$ cat config.mk
export PLATFORM = sky130hd
export DESIGN_NAME = pal_pin_mux
export DESIGN_NICKNAME = d
export VERILOG_FILES = /design/src/logic/pal_pkg.sv /design/src/logic/pal_sync.sv /design/src/logic/pal_axil_slave.sv /design/src/logic/pal_pin_mux.sv
export VERILOG_INCLUDE_DIRS = /design/src /design/src/logic
export SDC_FILE = /design/constraint.sdc
export NUM_CORES = 1
export LEC_CHECK = 0
export ABC_AREA = 1
export BUFFER_PORTS_ARGS = -buffer_cell sky130_fd_sc_hd__buf_2
export CAP_MARGIN = 0
export CORE_ASPECT_RATIO = 1.75
export CORE_MARGIN = 1
export CORE_UTILIZATION = 40
export CTS_CLUSTER_DIAMETER = 80
export CTS_CLUSTER_SIZE = 10
export DETAILED_ROUTE_END_ITERATION = 6
export PLACE_DENSITY = 0.66
export SLEW_MARGIN = 20
export SYNTH_ARGS = -nofsm -noshare
export SYNTH_HDL_FRONTEND = slang
export SYNTH_SLANG_ARGS = --single-unit
export TNS_END_PERCENT = 50
$ cat constraint.sdc
create_clock -name i_sys_clk -period 1.2 [get_ports i_sys_clk]
set_input_delay 0.12 -clock i_sys_clk [delete_from_list [all_inputs] [get_ports i_sys_clk]]
set_output_delay 0.12 -clock i_sys_clk [all_outputs]
set_load 0.1 [all_outputs]
$ cat src/logic/pal_consts.svh
// Constants for the port A low pin function selector.
// Assumes inclusion by bare name from the pal design files.
`ifndef PAL_CONSTS_SVH
`define PAL_CONSTS_SVH

// ----------------------------------------
// Register offsets (byte addresses)
// ----------------------------------------
`define PAL_ADDR_W 8
`define PAL_OFS_FSEL 8'h00
`define PAL_OFS_P15 8'h04
`define PAL_OFS_STAT 8'h08

// ----------------------------------------
// Field positions and reset values
// ----------------------------------------
`define PAL_FSEL_PIN3_LSB 12
`define PAL_FSEL_PIN2_LSB 8
`define PAL_FSEL_PIN1_LSB 4
`define PAL_FSEL_PIN0_LSB 0
`define PAL_FSEL_RW_MASK 16'h7777
`define PAL_FSEL_RESET 16'h0000
`define PAL_P15_CLK_BIT 0
`define PAL_STAT_SINGLE_BIT 0
`define PAL_STAT_CAUGHT_BIT 1
`define PAL_STAT_LEVEL_LSB 4
`define PAL_STAT_P15_LEVEL_BIT 8

// ----------------------------------------
// Timing and answers
// ----------------------------------------
`define PAL_STRAP_WAIT 2'h3
`define PAL_RESP_OKAY 2'h0
`define PAL_RESP_SLVERR 2'h2
`define PAL_IDLE_IN 1'b1

`endif

$ cat src/logic/pal_pkg.sv
// Types shared by the port A low pin function selector.
// Assumes nothing beyond a SystemVerilog compiler.
package pal_pkg;

    // Function codes of a pin's three-bit field
    typedef enum logic [2:0] {
        PAL_FN_PORT = 3'h0,
        PAL_FN_ALT1 = 3'h1,
        PAL_FN_ALT3 = 3'h3,
        PAL_FN_ALT7 = 3'h7
    } pal_code_e;

    // Drive of one two-way pin
    typedef struct packed {
        logic dout;
        logic oe;
    } pal_drv_s;

    // One register write as seen by the register file
    typedef struct packed {
        logic en;
        logic [7:0] addr;
        logic [31:0] data;
        logic [3:0] strb;
    } pal_wr_s;

endpackage

$ cat src/logic/pal_sync.sv
// Two-flop synchroniser, one lane per bit.
// Assumes asynchronous inputs and the system clock of the caller.
`timescale 1ns/1ns
`default_nettype none
module pal_sync #(
    parameter int W = 6
) (
    // Clock and reset
    input wire logic i_sys_clk,
    input wire logic i_rst_b,
    // Data
    input wire logic [W-1:0] i_async,
    output logic [W-1:0] o_sync
);

    genvar g;
    generate
        for (g = 0; g < W; g++) begin : g_lane
            logic meta;
            logic next_meta;
            logic stage;
            always_comb begin
                next_meta = i_async[g];
            end
            // First flop feeds only the second
            always_ff @(posedge i_sys_clk) begin
                if (!i_rst_b) begin
                    meta <= 1'b0;
                    stage <= 1'b0;
                end else begin
                    meta <= next_meta;
                    stage <= meta;
                end
            end
            assign o_sync[g] = stage;
        end
    endgenerate

endmodule
`default_nettype wire

$ cat src/logic/pal_axil_slave.sv
// AXI4-Lite slave front end: one write and one read at a time.
// Assumes the register file answers read data in the cycle it is asked.
`timescale 1ns/1ns
`default_nettype none
`include "pal_consts.svh"
module pal_axil_slave (
    // Clock and reset
    input wire logic i_sys_clk,
    input wire logic i_rst_b,
    // Write address and data
    input wire logic i_axi_awvalid,
    input wire logic [`PAL_ADDR_W-1:0] i_axi_awaddr,
    output logic o_axi_awready,
    input wire logic i_axi_wvalid,
    input wire logic [31:0] i_axi_wdata,
    input wire logic [3:0] i_axi_wstrb,
    output logic o_axi_wready,
    // Write response
    output logic o_axi_bvalid,
    output logic [1:0] o_axi_bresp,
    input wire logic i_axi_bready,
    // Read address and data
    input wire logic i_axi_arvalid,
    input wire logic [`PAL_ADDR_W-1:0] i_axi_araddr,
    output logic o_axi_arready,
    output logic o_axi_rvalid,
    output logic [31:0] o_axi_rdata,
    output logic [1:0] o_axi_rresp,
    input wire logic i_axi_rready,
    // Register file side
    output pal_pkg::pal_wr_s o_wr,
    input wire logic i_wr_ok,
    output logic [`PAL_ADDR_W-1:0] o_rd_addr,
    input wire logic [31:0] i_rd_data,
    input wire logic i_rd_ok
);

    logic aw_full, w_full, ar_full;
    logic next_aw_full, next_w_full, next_ar_full;
    logic [`PAL_ADDR_W-1:0] aw_addr, next_aw_addr, ar_addr, next_ar_addr;
    logic [31:0] w_data, next_w_data;
    logic [3:0] w_strb, next_w_strb;
    logic next_awready, next_wready, next_arready;
    logic next_bvalid, next_rvalid;
    logic [1:0] next_bresp, next_rresp;
    logic [31:0] next_rdata;
    logic do_write;

    // ----------------------------------------
    // Write channel
    // ----------------------------------------
    always_comb begin
        do_write = aw_full && w_full && !o_axi_bvalid;
        next_aw_full = aw_full;
        next_w_full = w_full;
        next_aw_addr = aw_addr;
        next_w_data = w_data;
        next_w_strb = w_strb;
        next_bvalid = o_axi_bvalid;
        next_bresp = o_axi_bresp;
        if (i_axi_awvalid && o_axi_awready) begin
            next_aw_full = 1'b1;
            next_aw_addr = i_axi_awaddr;
        end
        if (i_axi_wvalid && o_axi_wready) begin
            next_w_full = 1'b1;
            next_w_data = i_axi_wdata;
            next_w_strb = i_axi_wstrb;
        end
        if (o_axi_bvalid && i_axi_bready) begin
            next_bvalid = 1'b0;
        end
        if (do_write) begin
            next_aw_full = 1'b0;
            next_w_full = 1'b0;
            next_bvalid = 1'b1;
            next_bresp = i_wr_ok ? `PAL_RESP_OKAY : `PAL_RESP_SLVERR;
        end
        // Ready only while the holding slot stays empty
        next_awready = !next_aw_full && !next_bvalid;
        next_wready = !next_w_full && !next_bvalid;
        o_wr = '{en: do_write, addr: aw_addr, data: w_data, strb: w_strb};
    end

    // ----------------------------------------
    // Read channel
    // ----------------------------------------
    always_comb begin
        next_ar_full = ar_full;
        next_ar_addr = ar_addr;
        next_rvalid = o_axi_rvalid;
        next_rdata = o_axi_rdata;
        next_rresp = o_axi_rresp;
        o_rd_addr = ar_addr;
        if (i_axi_arvalid && o_axi_arready) begin
            next_ar_full = 1'b1;
            next_ar_addr = i_axi_araddr;
        end
        if (o_axi_rvalid && i_axi_rready) begin
            next_rvalid = 1'b0;
        end
        if (ar_full && !o_axi_rvalid) begin
            next_ar_full = 1'b0;
            next_rvalid = 1'b1;
            next_rdata = i_rd_ok ? i_rd_data : 32'h0000_0000;
            next_rresp = i_rd_ok ? `PAL_RESP_OKAY : `PAL_RESP_SLVERR;
        end
        next_arready = !next_ar_full && !next_rvalid;
    end

    always_ff @(posedge i_sys_clk) begin
        if (!i_rst_b) begin
            aw_full <= 1'b0;
            w_full <= 1'b0;
            ar_full <= 1'b0;
            aw_addr <= '0;
            ar_addr <= '0;
            w_data <= 32'h0000_0000;
            w_strb <= 4'h0;
            o_axi_awready <= 1'b0;
            o_axi_wready <= 1'b0;
            o_axi_arready <= 1'b0;
            o_axi_bvalid <= 1'b0;
            o_axi_bresp <= `PAL_RESP_OKAY;
            o_axi_rvalid <= 1'b0;
            o_axi_rdata <= 32'h0000_0000;
            o_axi_rresp <= `PAL_RESP_OKAY;
        end else begin
            aw_full <= next_aw_full;
            w_full <= next_w_full;
            ar_full <= next_ar_full;
            aw_addr <= next_aw_addr;
            ar_addr <= next_ar_addr;
            w_data <= next_w_data;
            w_strb <= next_w_strb;
            o_axi_awready <= next_awready;
            o_axi_wready <= next_wready;
            o_axi_arready <= next_arready;
            o_axi_bvalid <= next_bvalid;
            o_axi_bresp <= next_bresp;
            o_axi_rvalid <= next_rvalid;
            o_axi_rdata <= next_rdata;
            o_axi_rresp <= next_rresp;
        end
    end

endmodule
`default_nettype wire

$ cat src/logic/pal_pin_mux.sv
// Port A low pin function selector: register file and pin routing.
// Assumes port data and serial peripherals on the same clock; pins and
// the operating-mode strap arrive asynchronously.
`timescale 1ns/1ns
`default_nettype none
`include "pal_consts.svh"
module pal_pin_mux (
    // Clock and reset
    input wire logic i_sys_clk,
    input wire logic i_rst_b,
    // AXI4-Lite slave
    input wire logic i_axi_awvalid,
    input wire logic [`PAL_ADDR_W-1:0] i_axi_awaddr,
    output logic o_axi_awready,
    input wire logic i_axi_wvalid,
    input wire logic [31:0] i_axi_wdata,
    input wire logic [3:0] i_axi_wstrb,
    output logic o_axi_wready,
    output logic o_axi_bvalid,
    output logic [1:0] o_axi_bresp,
    input wire logic i_axi_bready,
    input wire logic i_axi_arvalid,
    input wire logic [`PAL_ADDR_W-1:0] i_axi_araddr,
    output logic o_axi_arready,
    output logic o_axi_rvalid,
    output logic [31:0] o_axi_rdata,
    output logic [1:0] o_axi_rresp,
    input wire logic i_axi_rready,
    // Operating-mode strap: 0 mode 2, 1 single-chip mode 3
    input wire logic i_mode_single_chip,
    // Pins 3..0 and pin 15
    input wire logic [3:0] i_pin_in,
    output logic [3:0] o_pin_out,
    output logic [3:0] o_pin_oe,
    input wire logic i_pin15_in,
    output logic o_pin15_out,
    output logic o_pin15_oe,
    // Port I/O side
    input wire logic [3:0] i_port_dout,
    input wire logic [3:0] i_port_dir,
    input wire logic i_port_a_bit_15_dout,
    input wire logic i_port_a_bit_15_dir,
    output logic [3:0] o_port_din,
    output logic o_port_a_bit_15_din,
    // Peripheral side
    input wire logic i_bus_clk_out,
    input wire logic i_serial0_transmit_out,
    input wire logic i_serial0_clock_out,
    input wire logic i_serial0_clock_oe,
    output logic o_serial0_clock_io_in,
    output logic o_serial1_receive_in,
    output logic o_ext_interrupt_0_in,
    output logic o_ext_interrupt_1_in,
    output logic o_output_disable_req_1_in,
    output logic o_output_disable_req_2_in,
    output logic o_ext_bus_mode
);

    // ----------------------------------------
    // Synchronised inputs
    // ----------------------------------------
    logic [5:0] sync_q;
    logic [3:0] pin_lvl;
    logic pin15_lvl, strap_lvl;

    pal_sync #(
        .W(6)
    ) u_sync (
        .i_sys_clk(i_sys_clk),
        .i_rst_b(i_rst_b),
        .i_async({i_mode_single_chip, i_pin15_in, i_pin_in}),
        .o_sync(sync_q)
    );

    assign pin_lvl = sync_q[3:0];
    assign pin15_lvl = sync_q[4];
    assign strap_lvl = sync_q[5];

    // ----------------------------------------
    // Bus front end
    // ----------------------------------------
    pal_pkg::pal_wr_s wr;
    logic wr_ok, rd_ok;
    logic [`PAL_ADDR_W-1:0] rd_addr;
    logic [31:0] rd_data;

    pal_axil_slave u_axil (
        .i_sys_clk(i_sys_clk),
        .i_rst_b(i_rst_b),
        .i_axi_awvalid(i_axi_awvalid),
        .i_axi_awaddr(i_axi_awaddr),
        .o_axi_awready(o_axi_awready),
        .i_axi_wvalid(i_axi_wvalid),
        .i_axi_wdata(i_axi_wdata),
        .i_axi_wstrb(i_axi_wstrb),
        .o_axi_wready(o_axi_wready),
        .o_axi_bvalid(o_axi_bvalid),
        .o_axi_bresp(o_axi_bresp),
        .i_axi_bready(i_axi_bready),
        .i_axi_arvalid(i_axi_arvalid),
        .i_axi_araddr(i_axi_araddr),
        .o_axi_arready(o_axi_arready),
        .o_axi_rvalid(o_axi_rvalid),
        .o_axi_rdata(o_axi_rdata),
        .o_axi_rresp(o_axi_rresp),
        .i_axi_rready(i_axi_rready),
        .o_wr(wr),
        .i_wr_ok(wr_ok),
        .o_rd_addr(rd_addr),
        .i_rd_data(rd_data),
        .i_rd_ok(rd_ok)
    );

    // ----------------------------------------
    // Register file and mode capture
    // ----------------------------------------
    logic [15:0] fsel, next_fsel;
    logic p15_clk_sel, next_p15_clk_sel;
    logic single_chip, next_single_chip;
    logic mode_caught, next_mode_caught;
    logic [1:0] strap_cnt, next_strap_cnt;
    logic [15:0] wr_merged;

    always_comb begin
        wr_ok = (wr.addr == `PAL_OFS_FSEL) || (wr.addr == `PAL_OFS_P15) || (wr.addr == `PAL_OFS_STAT);
        rd_ok = (rd_addr == `PAL_OFS_FSEL) || (rd_addr == `PAL_OFS_P15) || (rd_addr == `PAL_OFS_STAT);
        wr_merged = {wr.strb[1] ? wr.data[15:8] : fsel[15:8], wr.strb[0] ? wr.data[7:0] : fsel[7:0]};
        next_fsel = fsel;
        next_p15_clk_sel = p15_clk_sel;
        next_single_chip = single_chip;
        next_mode_caught = mode_caught;
        next_strap_cnt = strap_cnt;
        // Strap settles through the synchroniser before it is caught
        if (!mode_caught) begin
            next_strap_cnt = strap_cnt + 2'h1;
            if (strap_cnt == `PAL_STRAP_WAIT) begin
                next_mode_caught = 1'b1;
                next_single_chip = strap_lvl;
                next_p15_clk_sel = !strap_lvl;
            end
        end
        if (wr.en && wr.addr == `PAL_OFS_FSEL) begin
            next_fsel = wr_merged & `PAL_FSEL_RW_MASK;
        end
        if (wr.en && wr.addr == `PAL_OFS_P15 && wr.strb[0] && mode_caught) begin
            // Clock choice is gone in single-chip mode
            next_p15_clk_sel = wr.data[`PAL_P15_CLK_BIT] && !single_chip;
        end
        rd_data = 32'h0000_0000;
        case (rd_addr)
            `PAL_OFS_FSEL: rd_data[15:0] = fsel & `PAL_FSEL_RW_MASK;
            `PAL_OFS_P15: rd_data[`PAL_P15_CLK_BIT] = p15_clk_sel;
            `PAL_OFS_STAT: begin
                rd_data[`PAL_STAT_SINGLE_BIT] = single_chip;
                rd_data[`PAL_STAT_CAUGHT_BIT] = mode_caught;
                rd_data[`PAL_STAT_LEVEL_LSB +: 4] = pin_lvl;
                rd_data[`PAL_STAT_P15_LEVEL_BIT] = pin15_lvl;
            end
            default: rd_data = 32'h0000_0000;
        endcase
    end

    always_ff @(posedge i_sys_clk) begin
        if (!i_rst_b) begin
            fsel <= `PAL_FSEL_RESET;
            p15_clk_sel <= 1'b0;
            single_chip <= 1'b0;
            mode_caught <= 1'b0;
            strap_cnt <= 2'h0;
        end else begin
            fsel <= next_fsel;
            p15_clk_sel <= next_p15_clk_sel;
            single_chip <= next_single_chip;
            mode_caught <= next_mode_caught;
            strap_cnt <= next_strap_cnt;
        end
    end

    // ----------------------------------------
    // Pin routing
    // ----------------------------------------
    pal_pkg::pal_drv_s [3:0] drv;
    pal_pkg::pal_drv_s drv15;
    pal_pkg::pal_code_e code3, code2, code1, code0;
    logic next_sck_in, next_rx1_in, next_ext_interrupt_0_in_in, next_ext_interrupt_1_in_in, next_output_disable_req_1_in_in, next_output_disable_req_2_in_in;

    always_comb begin
        code3 = pal_pkg::pal_code_e'(fsel[`PAL_FSEL_PIN3_LSB +: 3]);
        code2 = pal_pkg::pal_code_e'(fsel[`PAL_FSEL_PIN2_LSB +: 3]);
        code1 = pal_pkg::pal_code_e'(fsel[`PAL_FSEL_PIN1_LSB +: 3]);
        code0 = pal_pkg::pal_code_e'(fsel[`PAL_FSEL_PIN0_LSB +: 3]);
        // Unused peripheral inputs sit at their idle level
        next_sck_in = `PAL_IDLE_IN;
        next_rx1_in = `PAL_IDLE_IN;
        next_ext_interrupt_0_in_in = `PAL_IDLE_IN;
        next_ext_interrupt_1_in_in = `PAL_IDLE_IN;
        next_output_disable_req_1_in_in = `PAL_IDLE_IN;
        next_output_disable_req_2_in_in = `PAL_IDLE_IN;
        for (int i = 0; i < 4; i++) begin
            // Forbidden codes release the pin rather than guess a function
            drv[i] = '{dout: i_port_dout[i], oe: 1'b0};
        end
        if (code0 == pal_pkg::PAL_FN_PORT) begin
            drv[0].oe = i_port_dir[0];
        end
        case (code1)
            pal_pkg::PAL_FN_PORT: drv[1].oe = i_port_dir[1];
            pal_pkg::PAL_FN_ALT1: drv[1] = '{dout: i_serial0_transmit_out, oe: 1'b1};
            pal_pkg::PAL_FN_ALT7: next_output_disable_req_1_in_in = pin_lvl[1];
            default: drv[1].oe = 1'b0;
        endcase
        case (code2)
            pal_pkg::PAL_FN_PORT: drv[2].oe = i_port_dir[2];
            pal_pkg::PAL_FN_ALT1: begin
                drv[2] = '{dout: i_serial0_clock_out, oe: i_serial0_clock_oe};
                next_sck_in = pin_lvl[2];
            end
            pal_pkg::PAL_FN_ALT3: next_ext_interrupt_0_in_in = pin_lvl[2];
            pal_pkg::PAL_FN_ALT7: next_output_disable_req_2_in_in = pin_lvl[2];
            default: drv[2].oe = 1'b0;
        endcase
        case (code3)
            pal_pkg::PAL_FN_PORT: drv[3].oe = i_port_dir[3];
            pal_pkg::PAL_FN_ALT1: next_rx1_in = pin_lvl[3];
            pal_pkg::PAL_FN_ALT7: next_ext_interrupt_1_in_in = pin_lvl[3];
            default: drv[3].oe = 1'b0;
        endcase
        // Pin 15 stays released until the strap has been caught
        if (!mode_caught) begin
            drv15 = '{dout: 1'b0, oe: 1'b0};
        end else if (p15_clk_sel && !single_chip) begin
            drv15 = '{dout: i_bus_clk_out, oe: 1'b1};
        end else begin
            drv15 = '{dout: i_port_a_bit_15_dout, oe: i_port_a_bit_15_dir};
        end
    end

    // Every routed output is one flop behind its field
    always_ff @(posedge i_sys_clk) begin
        if (!i_rst_b) begin
            o_pin_out <= 4'h0;
            o_pin_oe <= 4'h0;
            o_pin15_out <= 1'b0;
            o_pin15_oe <= 1'b0;
            o_port_din <= 4'h0;
            o_port_a_bit_15_din <= 1'b0;
            o_serial0_clock_io_in <= `PAL_IDLE_IN;
            o_serial1_receive_in <= `PAL_IDLE_IN;
            o_ext_interrupt_0_in <= `PAL_IDLE_IN;
            o_ext_interrupt_1_in <= `PAL_IDLE_IN;
            o_output_disable_req_1_in <= `PAL_IDLE_IN;
            o_output_disable_req_2_in <= `PAL_IDLE_IN;
            o_ext_bus_mode <= 1'b0;
        end else begin
            for (int i = 0; i < 4; i++) begin
                o_pin_out[i] <= drv[i].dout;
                o_pin_oe[i] <= drv[i].oe;
            end
            o_pin15_out <= drv15.dout;
            o_pin15_oe <= drv15.oe;
            o_port_din <= pin_lvl;
            o_port_a_bit_15_din <= pin15_lvl;
            o_serial0_clock_io_in <= next_sck_in;
            o_serial1_receive_in <= next_rx1_in;
            o_ext_interrupt_0_in <= next_ext_interrupt_0_in_in;
            o_ext_interrupt_1_in <= next_ext_interrupt_1_in_in;
            o_output_disable_req_1_in <= next_output_disable_req_1_in_in;
            o_output_disable_req_2_in <= next_output_disable_req_2_in_in;
            o_ext_bus_mode <= mode_caught && !single_chip;
        end
    end

endmodule
`default_nettype wire

==> reports/results.txt, run 1 <==
Seq pwr share -> 46.0%
DRC -> 0
Final #Nets -> 718
CTS buffer count -> 9
Setup crit end kind -> register
post-synthesis cell type count -> 30
Core ar. -> 9530 µm²
remaining global-route overflow -> 0
initial DRC count -> 153
antenna cells -> 0
clock slew at reported path FFs -> 0.07 ns
crit path setup slack, layout -> -0.0278 ns
syn avg cell area -> 7.77 µm²
peak supply drop -> 1.09 mV
Final ANT Viol Nets -> 0
final non-filler cell total -> 765
fillers -> 893
Cell Rows -> 47
WL final -> 8950 µm
CTS tree -> yes
LEAKAGE -> 2.62 nW
crit share post-route -> 102%
Mapped Cells -> 509
DR pass1 iterations -> 4
via count -> 3485
critical path depth in cells -> 7
share of cells above drive strength 1 -> 35.6%
I/O Buffers -> 98
Arr. time, crit path -> 1.46 ns
routed wl met3 -> 367 µm
first-pass GRT wire length -> 14200 µm
io pins -> 142
# Max-Cap Violations -> 0
failing checks -> negative setup slack
Detail Placement HPWL -> 6560 µm
CP max-delay cell -> dfxtp_2
critical path type -> reg -> reg
crit-path max cell delay -> 0.33 ns
FF-to-FF End -> fsel[9]
WP buf/inv -> 1
fmax -> 814 MHz
highest metal used -> met4
Synth warnings -> 0
sequential area share after synthesis -> 52.6%
skew final -> 0.00746 ns
GRT Total Usage -> 17.4%
Pint -> 0.00572 W
HP Class -> in -> reg
Comb pwr share -> 18.5%
Yosys top cell area share -> 52.6%
Die W -> 77.2 µm
most frequent cells in the layout -> 86 x dfxtp_1, 76 x nand2_1, 69 x nor2_1, 57 x buf_2, 52 x inv_1
CTS sink cnt -> 104
Worst R2R Start -> u_axil.aw_addr[4]
met2 WL -> 5010 µm
CP max FO -> 12
Synth Register Bits -> 104
Setup-failing EPs final -> 11
final core utilization -> 58.1%
top cell type by total area after synthesis -> dfxtp_1
Vias per Instance -> 4.56
dpl cells -> 736
largest cells by area after synthesis -> dfxtp_1 53%, nand2_1 8.3%, nor2_1 7.1%
sw power -> 0.00249 W
Worst Hold Launch -> i_serial0_clock_out
largest net degree at the start of global routing -> 33
routability cong. -> 0.793
status -> complete, but fails checks
Mapped Area -> 3960 µm²
Die Height -> 134 µm
Final Max Tran Viols -> 0
RSZ-0062 raised after global routing -> true
final hold vios -> 0
DR WL/cell -> 11.7 µm
Max clock buf depth -> 2
CTS H-tree lvls -> 3
vias in the first global route -> 3149
CP endpoint -> fsel[9]
depth of the most critical reg-to-reg path -> 7
Clock Power Share -> 35.5%
Root Buffer -> clkbuf_16
worst-path cell chain -> nor2_2, nand2_2, nor2_4, nand3_2, buf_12, o21ai_2, nor2_1
Top delay family on crit path -> simple AND/OR/NAND/NOR gates
PwrDens -> 1480 nW/µm²
area grow syn2layout -> 39.9%
Sw Ratio -> 30.3%
worst skew pair latency -> 0.34 ns
WP data required -> 1.44 ns
initial antenna violation count -> 0
DRT met1 WL -> 3410 µm
CP Launch Point -> u_axil.aw_addr[4]
Starting Density -> 41.5%
Worst setup SP type -> register
Tmin final -> 1.23 ns
r2r setup slk -> -0.03 ns
commonest non-fill, non-tap cell in the layout -> dfxtp_1
Die ar. -> 10300 µm²
## worst register-to-register path, stage by stage (launching register included)
cell	delay [ns]
dfxtp_2	0.33
nor2_2	0.12
nand2_2	0.08
nor2_4	0.15
nand3_2	0.13
buf_12	0.18
o21ai_2	0.11
nor2_1	0.05
## registers in the layout, summed over array words and instances (netlist names), 4 cells and up
register and cells:
o_port_din 4, u_axil.o_axi_rdata 13, u_sync.g_lane.stage 6, fsel 12
o_pin_oe 4, u_axil.w_data 12, u_sync.g_lane.meta 6, u_axil.aw_addr 8
u_axil.o_rd_addr 8, o_pin_out 4
## layer usage
| layer | global-route usage (%) | vias to the layer above |
|---|---|---|
| met2 | 33.0 | 95 |
| met4 | 7.76 | 0 |
| met3 | 3.56 | 9 |
| met1 | 17.9 | 1569 |
| li1 | - | 1812 |
| met5 | 0 | - |
## synth_stat cells (all sizes together)
cell    count
dfxtp     104
nor2       80
nand4       3
xor2        1
ha          1
inv        68
a21oi      25
a41oi       1
a31oi       1
clkbuf      6
conb        1
o21ai      47
nand3      28
o211ai      1
nor3        9
or2         2
nor4        3
buf        33
nand2      95
## power by group through the flow
| stage | clock network [W] | registers (W) | logic (W) |
|---|---|---|---|
| final | 0.00291 | 0.00378 | 0.00151 |
| after global routing | 0.00315 | 0.00380 | 0.00162 |
| after CTS | 0.00299 | 0.00375 | 0.00144 |
| after detailed placement | 0 | 0.00382 | 0.00136 |
| after global placement | 0 | 0.00381 | 0.00135 |
| after floorplan | 0 | 0.00409 | 0.000801 |
## cell type report
class | count | area, µm² | share of cell area (%)
flip-flops and latches | 104 | 2110 | 38.2
inverters | 68 | 258 | 4.66
multi-input cells | 319 | 1610 | 29.2
clock inverters | 7 | 80.1 | 1.45
clock buffers | 9 | 225 | 4.07
well taps | 122 | 153 | 2.76
repair buffers | 136 | 1090 | 19.7
## cells by family after synthesis
| logic type | synth area share [%] |
|---|---|
| AND/OR/NAND/NOR | 24.3 |
| buffers and inverters | 12.8 |
| flip-flops | 52.6 |
| AO/OA/AOI/OAI | 9.68 |
| XOR/XNOR | 0.221 |
| adder cells (fa/ha/maj) | 0.316 |
| other | 0.0948 |
## repair_timing
item	4_1_cts	5_1_grt
endpoints found under the setup margin	44	34
gates resized for setup	42	54
endpoints found under the hold margin	8	0
pin swaps	3	19
hold buffers	8	0
buffers inserted	1	3
gates cloned	2	0
## how the worst min path moves through the flow
stage | to | slack, ns | cells after the start
after detailed placement | u_sync.g_lane[0].meta | 0.31 | 3
after floorplan | o_pin_out[0] | 0.22 | 2
final | o_pin_out[2] | 0.02 | 3
after global placement | o_pin_out[3] | 0.30 | 3
after global routing | o_pin15_oe | 0.002 | 3
after CTS | o_pin15_oe | 0.005 | 3
## per-stage QoR
step / TNS, ns / setup slack [ns] / hold WS, ns / power (W) / cell area (µm²)
floorplan: -1.54 / -0.0995 / 0.218 / 0.00489 / 4070
global placement: -0.330 / -0.0443 / 0.299 / 0.00516 / 4840
detailed placement: -0.634 / -0.0692 / 0.306 / 0.00518 / 4840
CTS: -0.224 / -0.0481 / 0.00537 / 0.00819 / 5400
global route: -1.26 / -0.114 / 0.00150 / 0.00857 / 5540
finish: -0.115 / -0.0278 / 0.0157 / 0.00821 / 5540
(Power assumes the default switching activity.)
==> run 2: changes to the inputs <==
Settings changed: CELL_PAD_IN_SITES_DETAIL_PLACEMENT from default to 1, CELL_PAD_IN_SITES_GLOBAL_PLACEMENT from default to 2, CORE_UTILIZATION 40 to 24, PLACE_DENSITY 0.66 to 0.72.
==> run 2 against run 1 <==
  * The run still ends with negative setup slack left
  * Die area grew 65%
  * Sequential share of layout area shrank 2.6 points
  * Clock skew shrank 0.0012 ns
  * Sequential cell count is the same
  * First-iteration DRC count shrank 58%
  * Sequential power is essentially flat
  * Global-route usage shrank 3.8 points
  * Wire length grew 24%
  * Clock power grew 6%
  * Worst hold slack lost 0.0041 ns
  * Final area grew 7.1%
  * Highest routed layer unchanged
==> reports/results.txt, run 2 (synthesis results as in run 1) <==
status -> complete, but fails checks
failing checks -> negative setup slack
# Max-Cap Violations -> 0 (unchanged)
area grow syn2layout -> 49.9%
largest registers -> u_axil.o_axi_rdata: 13 flops, fsel: 12 flops, u_axil.w_data: 12 flops
critical path type -> reg -> reg
Die W -> 99.1 µm (+28%)
FF+latch area -> 2110 µm² (about the same)
cell depth of the worst min-delay path -> 3 (unchanged)
via count -> 3562 (+2.2%)
CTS H-tree lvls -> 3 (unchanged)
final hold vios -> 0 (unchanged)
Die Height -> 172 µm (+29%)
CTS buffer count -> 9 (unchanged)
vias in the first global route -> 3686 (+17%)
DRC -> 0 (unchanged)
WP data required -> 1.49 ns (+0.05 ns)
worst skew pair latency -> 0.35 ns (about the same)
skew final -> 0.00630 ns (-0.00116 ns)
Setup-failing EPs final -> 13 (+2)
remaining global-route overflow -> 0 (unchanged)
Final ANT Viol Nets -> 0 (unchanged)
LEAKAGE -> 2.73 nW (+4.2%)
most frequent cells in the layout -> 89 x dfxtp_1, 74 x nand2_1, 69 x nor2_1, 56 x buf_2, 54 x inv_1
final non-filler cell total -> 836 (+9.3%)
Arr. time, crit path -> 1.55 ns (+0.09 ns)
Core ar. -> 16000 µm² (+68%)
share of cells above drive strength 1 -> 35.9% (+0.24 points)
Worst setup SP type -> register
Top reg by flops -> u_axil.o_axi_rdata
r2r setup slk -> -0.06 ns (-0.03 ns)
crit share post-route -> 105% (+2.8 points)
WL final -> 11100 µm (+24%)
antenna cells -> 0 (unchanged)
CTS tree -> yes
initial DRC count -> 64 (-58%)
DR WL/cell -> 13.2 µm (+13%)
fmax -> 793 MHz (-2.7%)
final hold slack -> 0.0116 ns (-0.00409 ns)
clock slew at reported path FFs -> 0.07 ns (about the same)
Setup crit end kind -> register
CP max FO -> 3 (-9)
depth of the most critical reg-to-reg path -> 8 (+1)
PwrDens -> 1430 nW/µm² (-3.3%)
RSZ-0062 raised after global routing -> true
Final #Nets -> 722 (+0.56%)
initial antenna violation count -> 0 (unchanged)
first-pass GRT wire length -> 17800 µm (+25%)
peak supply drop -> 0.609 mV (-44%)
GRT Total Usage -> 13.6% (-3.8 points)
I/O Buffers -> 98 (unchanged)
CTS sink cnt -> 104 (unchanged)
Vias per Instance -> 4.26 (-6.5%)
crit path setup slack, layout -> -0.0615 ns (-0.0337 ns)
Final Max Tran Viols -> 0 (unchanged)
fillers -> 1915 (+110%)
largest net degree at the start of global routing -> 43 (+30%)
routability cong. -> 0.719 (-9.3%)
HP Class -> in -> reg
multi-input logic area -> 1630 µm² (+0.78%)
Root Buffer -> clkbuf_16
Max clock buf depth -> 2 (unchanged)
max reg flops -> 13 (unchanged)
Die ar. -> 17000 µm² (+65%)
DR pass1 iterations -> 4 (unchanged)
Cell Rows -> 61 (+30%)
io pins -> 142 (unchanged)
Tmin final -> 1.26 ns (+0.0337 ns)
commonest non-fill, non-tap cell in the layout -> dfxtp_1
dpl cells -> 805 (+9.4%)
Detail Placement HPWL -> 8550 µm (+30%)
Starting Density -> 24.7% (-17 points)
run 2: power by group:
| part | internal, W | switching, W |
|---|---|---|
| combinational | 0.000537 | 0.00111 |
| sequential | 0.00363 | 0.000150 |
| clock | 0.00167 | 0.00141 |
run 2: final timing paths:
check | to | start
worst min register to register | u_sync.g_lane[4].stage | u_sync.g_lane[4].meta
worst max-delay path | p15_clk_sel | strap_cnt[0]
worst min-delay path | o_pin_oe[2] | i_serial0_clock_oe
worst max register to register | p15_clk_sel | strap_cnt[0]
run 2: final cells by class:
class / count / share of cell area (%)
sequential: 104 / 35.6
multi-input combinational: 319 / 27.4
timing repair buffer: 140 / 23.3
inverter: 68 / 4.39
tap: 189 / 3.99
clock buffer: 9 / 3.80
clock inverter: 7 / 1.46
run 2: worst max-delay path, stage by stage, from the launching register on:
cell     delay, ns
dfxtp_2       0.36
ha_4          0.13
inv_2         0.04
nor2_4        0.09
inv_2         0.05
or2_1         0.26
nand2_2       0.08
nand2_2       0.06
a21oi_2       0.13
run 2: what timing repair did:
| action | in CTS | in global routing |
|---|---|---|
| setup endpoints to repair | 30 | 32 |
| hold endpoints to repair | 9 | 0 |
| cloned | 1 | 1 |
| gates resized for setup | 24 | 55 |
| hold buffers | 9 | 0 |
| pin swaps | 2 | 30 |
| setup buffers | 1 | 3 |
run 2: routing by layer:
| layer | part of all wire (%) | global-route usage [%] |
|---|---|---|
| met4 | 2.0 | 6.33 |
| met5 | 0 | 0 |
| met2 | 58 | 27.3 |
| met3 | 3.1 | 2.23 |
| met1 | 37 | 13.3 |
run 2: through the flow:
stage	util (%)	area (µm²)	total power, W	TNS [ns]	worst slack, ns
after floorplan	-	4070	0.00489	-1.54	-0.0995
after global placement	32.7	5240	0.00529	-0.236	-0.0256
after detailed placement	32.7	5240	0.00534	-0.693	-0.0954
after CTS	35.7	5720	0.00852	-0.401	-0.0519
after global routing	37.0	5930	0.00890	-1.94	-0.141
final	37.0	5930	0.00851	-0.520	-0.0615
